[src/csd_pkg.sv]
// Shared constants and types of the association control word decoder
package csd_pkg;

    ////////////////////////////////////////////////////////////////////
    // Register byte offsets on the Avalon-MM slave
    localparam logic [7:0] OFF_CTRL_WORD = 8'h00;
    localparam logic [7:0] OFF_COMMAND = 8'h04;
    localparam logic [7:0] OFF_STATUS = 8'h08;
    localparam logic [7:0] OFF_CSR = 8'h0C;
    localparam logic [7:0] OFF_FETCH_MASK = 8'h10;

    // Reset values
    localparam logic [31:0] CTRL_WORD_RESET = 32'h0000_0000;
    localparam logic [31:0] CSR_RESET = 32'h0000_0000;

    ////////////////////////////////////////////////////////////////////
    // Control word field positions
    localparam int BIT_VERIFY = 29;
    localparam int BIT_AUTH_ONLY = 27;
    localparam int BIT_OR_MERGE = 26;
    localparam int BIT_TRUNC_MAC = 25;
    localparam int BIT_SAVE_HASH = 24;
    localparam int BIT_LOAD_KEYS = 23;
    localparam int BIT_LOAD_IV = 22;
    localparam int BIT_FIRST_BLOCK = 21;
    localparam int BIT_OUTBOUND = 20;
    localparam int ALGORITHM_SELECT_LSB = 10;
    localparam int ALGORITHM_SELECT_W = 7;
    localparam int BIT_ENCRYPT = 9;
    localparam int KEY_SIZE_LSB = 7;
    localparam int KEY_SIZE_W = 2;
    localparam int TASK_LSB = 4;
    localparam int TASK_W = 3;
    localparam int CIPHER_LSB = 0;
    localparam int CIPHER_W = 4;
    // Reserved positions 31:30, 28 and 19:17
    localparam logic [31:0] RESERVED_MASK = 32'hD00E_0000;

    // Command and status fields
    localparam int CMD_START_BIT = 0;
    localparam int ST_BUSY_BIT = 0;
    localparam int ST_RESULT_LSB = 4;
    localparam int ST_COUNT_LSB = 8;

    ////////////////////////////////////////////////////////////////////
    // Association layout in memory, one bit per word
    localparam int SA_WORDS = 18;
    localparam int IDX_W = 5;
    localparam logic [4:0] LAST_IDX = 5'h11;
    localparam logic [17:0] MASK_CTRL = 18'h00001;
    localparam logic [17:0] MASK_KEYS = 18'h001FE;
    localparam logic [17:0] MASK_IV = 18'h01E00;
    localparam logic [17:0] MASK_HASH = 18'h3E000;
    localparam logic [2:0] HMAC_FULL_WORDS = 3'h5;
    localparam logic [2:0] HMAC_TRUNC_WORDS = 3'h3;

    // Decoded control word
    typedef struct packed {
        logic verify_en;
        logic auth_only;
        logic or_merge;
        logic truncated_mac_result;
        logic save_intermediate_hash;
        logic load_fresh_keys;
        logic load_init_vector;
        logic first_block_mark;
        logic outbound;
        logic [6:0] algorithm_select;
        logic encrypt_select;
        logic [1:0] key_size;
        logic [2:0] parallel_task_select;
        logic [3:0] cipher_mode_select;
    } csd_cfg_t;

    // Fetch walker states
    typedef enum logic [1:0] {
        PL_IDLE = 2'b00,
        PL_WALK = 2'b01,
        PL_DONE = 2'b10
    } csd_plan_state_t;

endpackage

[src/csd_cfg_if.sv]
// Link between the bus front end, the word decoder and the fetch walker
`timescale 1ns/1ps
`default_nettype none
interface csd_cfg_if;
    import csd_pkg::*;
    logic load;
    logic [31:0] word;
    csd_cfg_t cfg;
    logic start;
    logic busy;
    logic done;
    logic fetch_valid;
    logic fetch_ready;
    logic [4:0] fetch_index;
    logic [4:0] fetch_count;
    logic [17:0] fetch_mask;
    modport dec (input load, word, output cfg);
    modport plan (input cfg, start, fetch_ready,
        output busy, done, fetch_valid, fetch_index, fetch_count, fetch_mask);
endinterface
`default_nettype wire

[src/csd_word_decode.sv]
// Captures the control word and splits it into its fields
`timescale 1ns/1ps
`default_nettype none
module csd_word_decode (
    // Clock and reset
    input wire logic clk,
    input wire logic rst_n,
    // Link
    csd_cfg_if.dec link
);
    import csd_pkg::*;

    csd_cfg_t s_reg;
    csd_cfg_t s_next;

    // Field split; reserved positions are never looked at
    function automatic csd_cfg_t split(input logic [31:0] w);
        csd_cfg_t c;
        c.verify_en = w[BIT_VERIFY];
        c.auth_only = w[BIT_AUTH_ONLY];
        c.or_merge = w[BIT_OR_MERGE];
        c.truncated_mac_result = w[BIT_TRUNC_MAC];
        c.save_intermediate_hash = w[BIT_SAVE_HASH];
        c.load_fresh_keys = w[BIT_LOAD_KEYS];
        c.load_init_vector = w[BIT_LOAD_IV];
        c.first_block_mark = w[BIT_FIRST_BLOCK];
        c.outbound = w[BIT_OUTBOUND];
        c.algorithm_select = w[ALGORITHM_SELECT_LSB +: ALGORITHM_SELECT_W];
        c.encrypt_select = w[BIT_ENCRYPT];
        c.key_size = w[KEY_SIZE_LSB +: KEY_SIZE_W];
        c.parallel_task_select = w[TASK_LSB +: TASK_W];
        c.cipher_mode_select = w[CIPHER_LSB +: CIPHER_W];
        return c;
    endfunction

    // Load a new word or hold
    always_comb begin
        s_next = s_reg;
        if (link.load) begin
            s_next = split(link.word);
        end
    end

    // State register
    always_ff @(posedge clk) begin
        if (!rst_n) begin
            s_reg <= '0;
        end else begin
            s_reg <= s_next;
        end
    end

    assign link.cfg = s_reg;
endmodule
`default_nettype wire

[src/csd_fetch_plan.sv]
// Walks the association words that the current operation needs
`timescale 1ns/1ps
`default_nettype none
module csd_fetch_plan (
    // Clock and reset
    input wire logic clk,
    input wire logic rst_n,
    // Link
    csd_cfg_if.plan link
);
    import csd_pkg::*;

    typedef struct packed {
        csd_plan_state_t st;
        logic [4:0] idx;
        logic [17:0] mask;
        logic [4:0] count;
    } csd_plan_t;

    csd_plan_t s_reg;
    csd_plan_t s_next;

    // Smallest set of words for this operation
    function automatic logic [17:0] plan_words(input csd_cfg_t c);
        logic [17:0] m;
        m = MASK_CTRL;
        if (c.load_fresh_keys) begin
            m = m | MASK_KEYS;
        end
        if (c.load_init_vector) begin
            m = m | MASK_IV;
        end
        if (c.save_intermediate_hash && !c.first_block_mark) begin
            m = m | MASK_HASH;
        end
        return m;
    endfunction

    // Walker: skips unneeded words, waits on ready for needed ones
    always_comb begin
        s_next = s_reg;
        unique case (s_reg.st)
            PL_IDLE: begin
                if (link.start) begin
                    s_next.st = PL_WALK;
                    s_next.mask = plan_words(link.cfg);
                    s_next.idx = '0;
                    s_next.count = '0;
                end
            end
            PL_WALK: begin
                if (!s_reg.mask[s_reg.idx] || link.fetch_ready) begin
                    if (s_reg.mask[s_reg.idx]) begin
                        s_next.count = s_reg.count + 5'h01;
                    end
                    if (s_reg.idx == LAST_IDX) begin
                        s_next.st = PL_DONE;
                    end else begin
                        s_next.idx = s_reg.idx + 5'h01;
                    end
                end
            end
            PL_DONE: begin
                s_next.st = PL_IDLE;
            end
            default: begin
                s_next.st = PL_IDLE;
            end
        endcase
    end

    // State register
    always_ff @(posedge clk) begin
        if (!rst_n) begin
            s_reg <= '{st: PL_IDLE, idx: '0, mask: '0, count: '0};
        end else begin
            s_reg <= s_next;
        end
    end

    assign link.busy = (s_reg.st != PL_IDLE);
    assign link.done = (s_reg.st == PL_DONE);
    assign link.fetch_valid = (s_reg.st == PL_WALK) && s_reg.mask[s_reg.idx];
    assign link.fetch_index = s_reg.idx;
    assign link.fetch_count = s_reg.count;
    assign link.fetch_mask = s_reg.mask;
endmodule
`default_nettype wire

[src/csd_assoc_decode.sv]
// Association control word decoder with Avalon-MM register access
//
// Functional notes
// - Fetch only the association words this operation needs
// - Bit 29 enables standardized verification procedures
// - Bit 27 selects check-value-only, no receive output
// - Bit 26 ORs word into status register
// - Bit 25 truncates SHA-1 HMAC result to three
// - Bit 24 saves intermediate hash for continuation
// - Bit 23 loads fresh keys, else keeps
// - Bit 22 loads IV, else chained IV
// - Bit 21 marks first block, IV fed
// - Bit 20 selects outgoing, else incoming flow
//
// Decided for this implementation: the register offsets and the Avalon-MM slave port.
`timescale 1ns/1ps
`default_nettype none
module csd_assoc_decode #(
    parameter logic [6:0] SHA1_HMAC_ALGORITHM_SELECT = 7'h01
) (
    // Clock and reset
    input wire logic CLK,
    input wire logic RSTN,
    // Avalon-MM slave
    input wire logic [7:0] AVS_ADDRESS,
    input wire logic AVS_READ,
    input wire logic AVS_WRITE,
    input wire logic [31:0] AVS_WRITEDATA,
    input wire logic [3:0] AVS_BYTEENABLE,
    output logic [31:0] AVS_READDATA,
    output logic AVS_WAITREQUEST,
    // Association word fetch
    output logic SA_FETCH_VALID,
    output logic [csd_pkg::IDX_W-1:0] SA_FETCH_INDEX,
    input wire logic SA_FETCH_READY,
    output logic SA_FETCH_DONE,
    // Decoded settings to the engine
    output logic CFG_VERIFY_EN,
    output logic CFG_AUTH_ONLY,
    output logic CFG_RX_OUT_EN,
    output logic CFG_SAVE_HASH,
    output logic CFG_IV_FROM_SA,
    output logic CFG_IV_CHAINED,
    output logic CFG_FIRST_BLOCK,
    output logic CFG_OUTBOUND,
    output logic [2:0] CFG_RESULT_WORDS,
    output logic [csd_pkg::ALGORITHM_SELECT_W-1:0] CFG_ALGORITHM_SELECT,
    output logic CFG_ENCRYPT,
    output logic [csd_pkg::KEY_SIZE_W-1:0] CFG_KEY_SIZE,
    output logic [csd_pkg::TASK_W-1:0] CFG_TASK,
    output logic [csd_pkg::CIPHER_W-1:0] CFG_CIPHER,
    // Key load strobe and internal control-status value
    output logic LOAD_KEYS_PULSE,
    output logic [31:0] CSR_VALUE
);
    import csd_pkg::*;

    ////////////////////////////////////////////////////////////////////
    // State

    typedef struct packed {
        logic [31:0] ctrl;
        logic [31:0] csr;
        logic start;
        logic load_keys;
        logic rd_valid;
        logic [31:0] rdata;
    } csd_top_t;

    csd_top_t s_reg;
    csd_top_t s_next;
    csd_cfg_if link ();
    logic [31:0] wmerge;
    logic [31:0] clean_ctrl;
    logic engaged;
    logic apply;
    logic sel_aligned;
    logic [2:0] result_words;
    logic [31:0] status_word;

    ////////////////////////////////////////////////////////////////////
    // Submodules

    // Field capture
    csd_word_decode u_decode (
        .clk(CLK),
        .rst_n(RSTN),
        .link(link)
    );

    // Word walker
    csd_fetch_plan u_plan (
        .clk(CLK),
        .rst_n(RSTN),
        .link(link)
    );

    ////////////////////////////////////////////////////////////////////
    // Bus decode

    // Byte lane merge of write data into the control word
    genvar b;
    generate
        for (b = 0; b < 4; b = b + 1) begin : g_lane
            assign wmerge[8*b +: 8] = AVS_BYTEENABLE[b] ?
                AVS_WRITEDATA[8*b +: 8] : s_reg.ctrl[8*b +: 8];
        end
    endgenerate

    // Access qualifiers
    assign sel_aligned = (AVS_ADDRESS[1:0] == 2'h0);
    assign engaged = s_reg.start || link.busy;
    assign apply = AVS_WRITE && (AVS_ADDRESS == OFF_COMMAND)
        && AVS_BYTEENABLE[0] && AVS_WRITEDATA[CMD_START_BIT] && !engaged;
    assign clean_ctrl = s_reg.ctrl & ~RESERVED_MASK;

    // Writes never wait; reads wait one cycle for registered data
    assign AVS_WAITREQUEST = AVS_READ && !s_reg.rd_valid;
    assign AVS_READDATA = s_reg.rdata;

    ////////////////////////////////////////////////////////////////////
    // Result width and status word

    // Truncation only touches the SHA-1 HMAC selection
    always_comb begin
        result_words = HMAC_FULL_WORDS;
        if (link.cfg.truncated_mac_result
            && link.cfg.algorithm_select == SHA1_HMAC_ALGORITHM_SELECT) begin
            result_words = HMAC_TRUNC_WORDS;
        end
    end

    // Status word layout
    always_comb begin
        status_word = '0;
        status_word[ST_BUSY_BIT] = engaged;
        status_word[ST_RESULT_LSB +: 3] = result_words;
        status_word[ST_COUNT_LSB +: IDX_W] = link.fetch_count;
    end

    ////////////////////////////////////////////////////////////////////
    // Next state

    always_comb begin
        s_next = s_reg;
        s_next.start = 1'h0;
        s_next.load_keys = 1'h0;
        s_next.rd_valid = 1'h0;
        // Control word is writable at any time
        if (AVS_WRITE && (AVS_ADDRESS == OFF_CTRL_WORD)) begin
            s_next.ctrl = wmerge;
        end
        // Start: capture fields, merge or replace the status register
        if (apply) begin
            s_next.start = 1'h1;
            s_next.load_keys = s_reg.ctrl[BIT_LOAD_KEYS];
            if (s_reg.ctrl[BIT_OR_MERGE]) begin
                s_next.csr = s_reg.csr | clean_ctrl;
            end else begin
                s_next.csr = clean_ctrl;
            end
        end
        // Read data registered for the answer cycle
        if (AVS_READ && !s_reg.rd_valid) begin
            s_next.rd_valid = 1'h1;
            s_next.rdata = '0;
            if (sel_aligned) begin
                unique case (AVS_ADDRESS)
                    OFF_CTRL_WORD: s_next.rdata = s_reg.ctrl;
                    OFF_STATUS: s_next.rdata = status_word;
                    OFF_CSR: s_next.rdata = s_reg.csr;
                    OFF_FETCH_MASK: s_next.rdata = {14'h0000, link.fetch_mask};
                    default: s_next.rdata = '0;
                endcase
            end
        end
    end

    // State register
    always_ff @(posedge CLK) begin
        if (!RSTN) begin
            s_reg <= '{ctrl: CTRL_WORD_RESET, csr: CSR_RESET, start: 1'h0,
                load_keys: 1'h0, rd_valid: 1'h0, rdata: '0};
        end else begin
            s_reg <= s_next;
        end
    end

    ////////////////////////////////////////////////////////////////////
    // Link and outputs

    // Fields captured on start, walk begins the cycle after
    assign link.load = apply;
    assign link.word = s_reg.ctrl;
    assign link.start = s_reg.start;
    assign link.fetch_ready = SA_FETCH_READY;

    assign SA_FETCH_VALID = link.fetch_valid;
    assign SA_FETCH_INDEX = link.fetch_index;
    assign SA_FETCH_DONE = link.done;

    // Decoded flags
    assign CFG_VERIFY_EN = link.cfg.verify_en;
    assign CFG_AUTH_ONLY = link.cfg.auth_only;
    assign CFG_RX_OUT_EN = !link.cfg.auth_only;
    assign CFG_SAVE_HASH = link.cfg.save_intermediate_hash;
    assign CFG_IV_FROM_SA = link.cfg.load_init_vector;
    assign CFG_IV_CHAINED = !link.cfg.load_init_vector;
    assign CFG_FIRST_BLOCK = link.cfg.first_block_mark;
    assign CFG_OUTBOUND = link.cfg.outbound;
    assign CFG_RESULT_WORDS = result_words;

    // Decoded fields
    assign CFG_ALGORITHM_SELECT = link.cfg.algorithm_select;
    assign CFG_ENCRYPT = link.cfg.encrypt_select;
    assign CFG_KEY_SIZE = link.cfg.key_size;
    assign CFG_TASK = link.cfg.parallel_task_select;
    assign CFG_CIPHER = link.cfg.cipher_mode_select;

    assign LOAD_KEYS_PULSE = s_reg.load_keys;
    assign CSR_VALUE = s_reg.csr;
endmodule
`default_nettype wire

[config.mk]
export PLATFORM = sky130hd
export DESIGN_NAME = csd_assoc_decode
export DESIGN_NICKNAME = d
export VERILOG_FILES = /design/src/csd_pkg.sv /design/src/csd_cfg_if.sv /design/src/csd_word_decode.sv /design/src/csd_fetch_plan.sv /design/src/csd_assoc_decode.sv
export SDC_FILE = /design/constraint.sdc
export NUM_CORES = 1
export LEC_CHECK = 0
export BUFFER_PORTS_ARGS = -buffer_cell sky130_fd_sc_hd__buf_4
export CAP_MARGIN = 20
export CORE_MARGIN = 2
export CORE_UTILIZATION = 50
export CTS_BUF_LIST = sky130_fd_sc_hd__clkbuf_16
export DETAILED_ROUTE_END_ITERATION = 16
export GPL_ROUTABILITY_DRIVEN = 1
export HOLD_SLACK_MARGIN = 0.08
export PLACE_DENSITY = 0.76
export SYNTH_ARGS = -nofsm -noshare
export SYNTH_HDL_FRONTEND = slang
export SYNTH_SLANG_ARGS = --single-unit
[constraint.sdc]
create_clock -name CLK -period 4.5 [get_ports CLK]
set_clock_uncertainty 0.05 [all_clocks]
set_input_delay 0.45 -clock CLK [delete_from_list [all_inputs] [get_ports CLK]]
set_output_delay 0.45 -clock CLK [all_outputs]
set_load 0.05 [all_outputs]
==> metrics.md <==
| Metric | Value |
|---|---|
| Initial antenna violation count | 0 |
| Synthesized area | 6110 um2 |
| Int Pwr | 2200 uW |
| Critical path startpoint category | register |
| GRT Residual Overflow | 0 |
| Nets | 777 |
| Synth Area in Adders | 0.615% |
| Worst-skew pair later-pin latency | 420 ps |
| Post-synthesis xor/xnor area fraction | 0% |
| WL final | 15600 um |
| Worst Path Max Fanout | 18 |
| Seq/Total Area, Yosys | 43.9% |
| Synth area leader | dfxtp_1 |
| FP Rows | 40 |
| CP arrival | 3270 ps |
| Max Cap Viol | 0 |
| Endpoint class of the critical path | register |
| Kind of critical path | reg2reg |
| Outcome | finished, final reports clean |
| FILL cells | 1038 |
| Fmax | 0.327 GHz |
| Number of enable flip-flop cells after synthesis | 0 |
| Num CTS Buffers | 17 |
| Worst-Margin Slew | 1110 ps |
| Slew Viols, Final | 0 |
| DRC | 0 |
| Dpl hpwl | 10800 um |
| H-Tree Depth | 4 |
| Max_slew headroom | 26.2% |
| Synth warnings | 0 |
| Simple-Gate Fraction of Synth Area | 17.6% |
| Setup Viol. Count Final | 0 |
| Multiplexer area fraction after synthesis | 5.78% |
| 1st-pass router iterations | 5 |
| Total Power | 2790 uW |
| Unique masters post-synth | 58 |
| Leakage | 0.00309 uW |
| CP required | 4710 ps |
| Period utilization | 68.0% |
| Mapped Avg Cell Area | 8.94 um2 |
| Vias in the first global route | 4863 |
| Placed cell areas | 6570 um2 |
| Die width | 115 um |
| Sink Count | 134 |
| RSZ-0062 raised after global routing | no |
| Dominant cells by area after synthesis | dfxtp_1, buf_4, nand2_1, mux2i_1, a21oi_1 |
| Vias per cell | 5.69 |
| Compound-cell area share of the yosys netlist | 17.3% |
| Largest net degree at the start of global routing | 67 |
| Final Hold Viols | 0 |
| DR vias | 5037 |
| Wire per inst | 17.6 um |
| Gr usage total | 23.8% |
| Min-delay worst type | in2reg |
| ANT nets after route | 0 |
| TritonCTS clock tree | built |
| Comb pwr share | 3.9% |
| Post-CTS Resized | 0 |
| Clock transition at path regs | 60 ps |
| Clock root buffer | clkbuf_16 |
| First-pass GRT wire length | 24500 um |
| Flop pwr share | 42.7% |
| Starting density of the core | 51.1% |
| Antenna diode count | 0 |
| # port buffers | 142 |
| Prevailing post-synth register cell | dfxtp_1 |
| Most common cell in the synthesized netlist | dfxtp_1 |
| Switching share of power | 21.0% |
| # hold bufs at CTS | 0 |
| Net switching power | 584 uW |
| Setup TNS | 0 ps |
| Postcts setup bufs | 0 |
| GPL Wtd Cong | 0.835 |
| Cells after Synth | 683 |
| Clock share of power | 53.5% |
| Finished Cell Area | 7240 um2 |
| I/O pin cnt | 150 |
| 1st-iter DRT viols | 390 |
| Post-synth top area share | 43.9% |
| Largest family of logic cells by synthesized area | simple AND/OR/NAND/NOR gates |
| Die height | 115 um |
| Maximum buffer depth of the clock tree | 2 |
| Synth-to-Final Area Change | 18.6% |
| Yosys reg bits | 134 |
| Share of post-route cells with drive strength above 1 | 25.7% |
| Power Dens Cells | 385 nW/um2 |
| Post-synth ARST share | 0% |
| Die area | 13100 um2 |
| Core ar. | 12000 um2 |
| Post-layout min period | 3060 ps |
| Commonest cells in the netlist | dfxtp_1, nand2_1, buf_4 |
| Max IR drop VDD | 0.172 mV |
layout by cell type, fill, tap and decap left out, types with 5 or more instances in the layout:
| cell | netlist | routed |
|---|---|---|
| buf_4 | 88 | 147 |
| dfxtp_1 | 134 | 134 |
| nand2_1 | 95 | 95 |
| nor2_1 | 51 | 51 |
| a21oi_1 | 47 | 47 |
| mux2i_1 | 33 | 33 |
| a22o_1 | 25 | 25 |
| nand3_1 | 18 | 18 |
| o21ai_1 | 17 | 17 |
| clkbuf_16 | 0 | 17 |
| a22oi_1 | 15 | 15 |
| a221oi_1 | 10 | 10 |
| a2bb2oi_1 | 10 | 10 |
| inv_1 | 8 | 8 |
| o21ai_0 | 7 | 7 |
| conb_1 | 2 | 7 |
| o211ai_1 | 6 | 6 |
| nor2b_1 | 5 | 5 |
| and3_1 | 5 | 5 |
| bufinv_16 | 0 | 5 |
critical path: stages (launching register included):
cell and delay (ps):
dfxtp_1 300, nand2b_1 540, clkinv_1 460, o211ai_1 560, or2_0 800, o21ai_1 190
per-stage QoR:
stage | std cells | util [%] | hold slack [ps] | setup WS (ps)
floorplan | 688 | - | 377 | 2180
global placement | 850 | 54.9 | 390 | 1430
detailed placement | 850 | 54.9 | 394 | 1260
CTS | 882 | 60.2 | 210 | 1470
global route | 885 | 60.6 | 224 | 1180
finish | 885 | 60.6 | 213 | 1440
area by class of cell:
cell class | count | area [um2] | share of cell area (%)
Clock buffer | 17 | 425 | 5.87
Clock inverter | 15 | 211 | 2.92
Inverter | 9 | 33.8 | 0.466
Multi-Input combinational cell | 414 | 2570 | 35.5
Sequential cell | 134 | 2680 | 37.0
Tap cell | 147 | 184 | 2.54
Timing Repair Buffer | 149 | 1130 | 15.7
path summary, 6_finish.rpt:
check	start	to	slack [ps]	cells after the start
worst min register to register	AVS_READDATA[3]	AVS_READDATA[3]	400	2
worst min-delay path	AVS_WRITEDATA[29]	link.word[29]	210	3
worst max-delay path	s_reg[32]	AVS_READDATA[2]	1440	5
worst max register to register	s_reg[32]	AVS_READDATA[2]	1440	5
power groups by stage:
stage	logic, uW	clock network [uW]	registers [uW]
2_1_floorplan	62.0	0	1210
3_3_place_gp	102	0	1210
3_5_place_dp	104	0	1210
4_1_cts	104	1500	1190
5_1_grt	115	1550	1190
6_report	108	1490	1190
logic make-up after synthesis:
logic type	count (synthesis)
simple gates	214
fa+ha+maj	3
mux	35
flops	134
buf+inv	140
compound gates	155
other cells	2
metal layers:
metal | track usage (%) | up-vias | share of wire [%]
met1 | 29.4 | 2411 | 43
li1 | - | 2382 | -
met3 | 5.66 | 33 | 7.0
met4 | 10.1 | 0 | 2.2
met5 | 0 | - | 0
met2 | 39.6 | 211 | 47
Note: power is estimated with default switching activity, not from simulation.
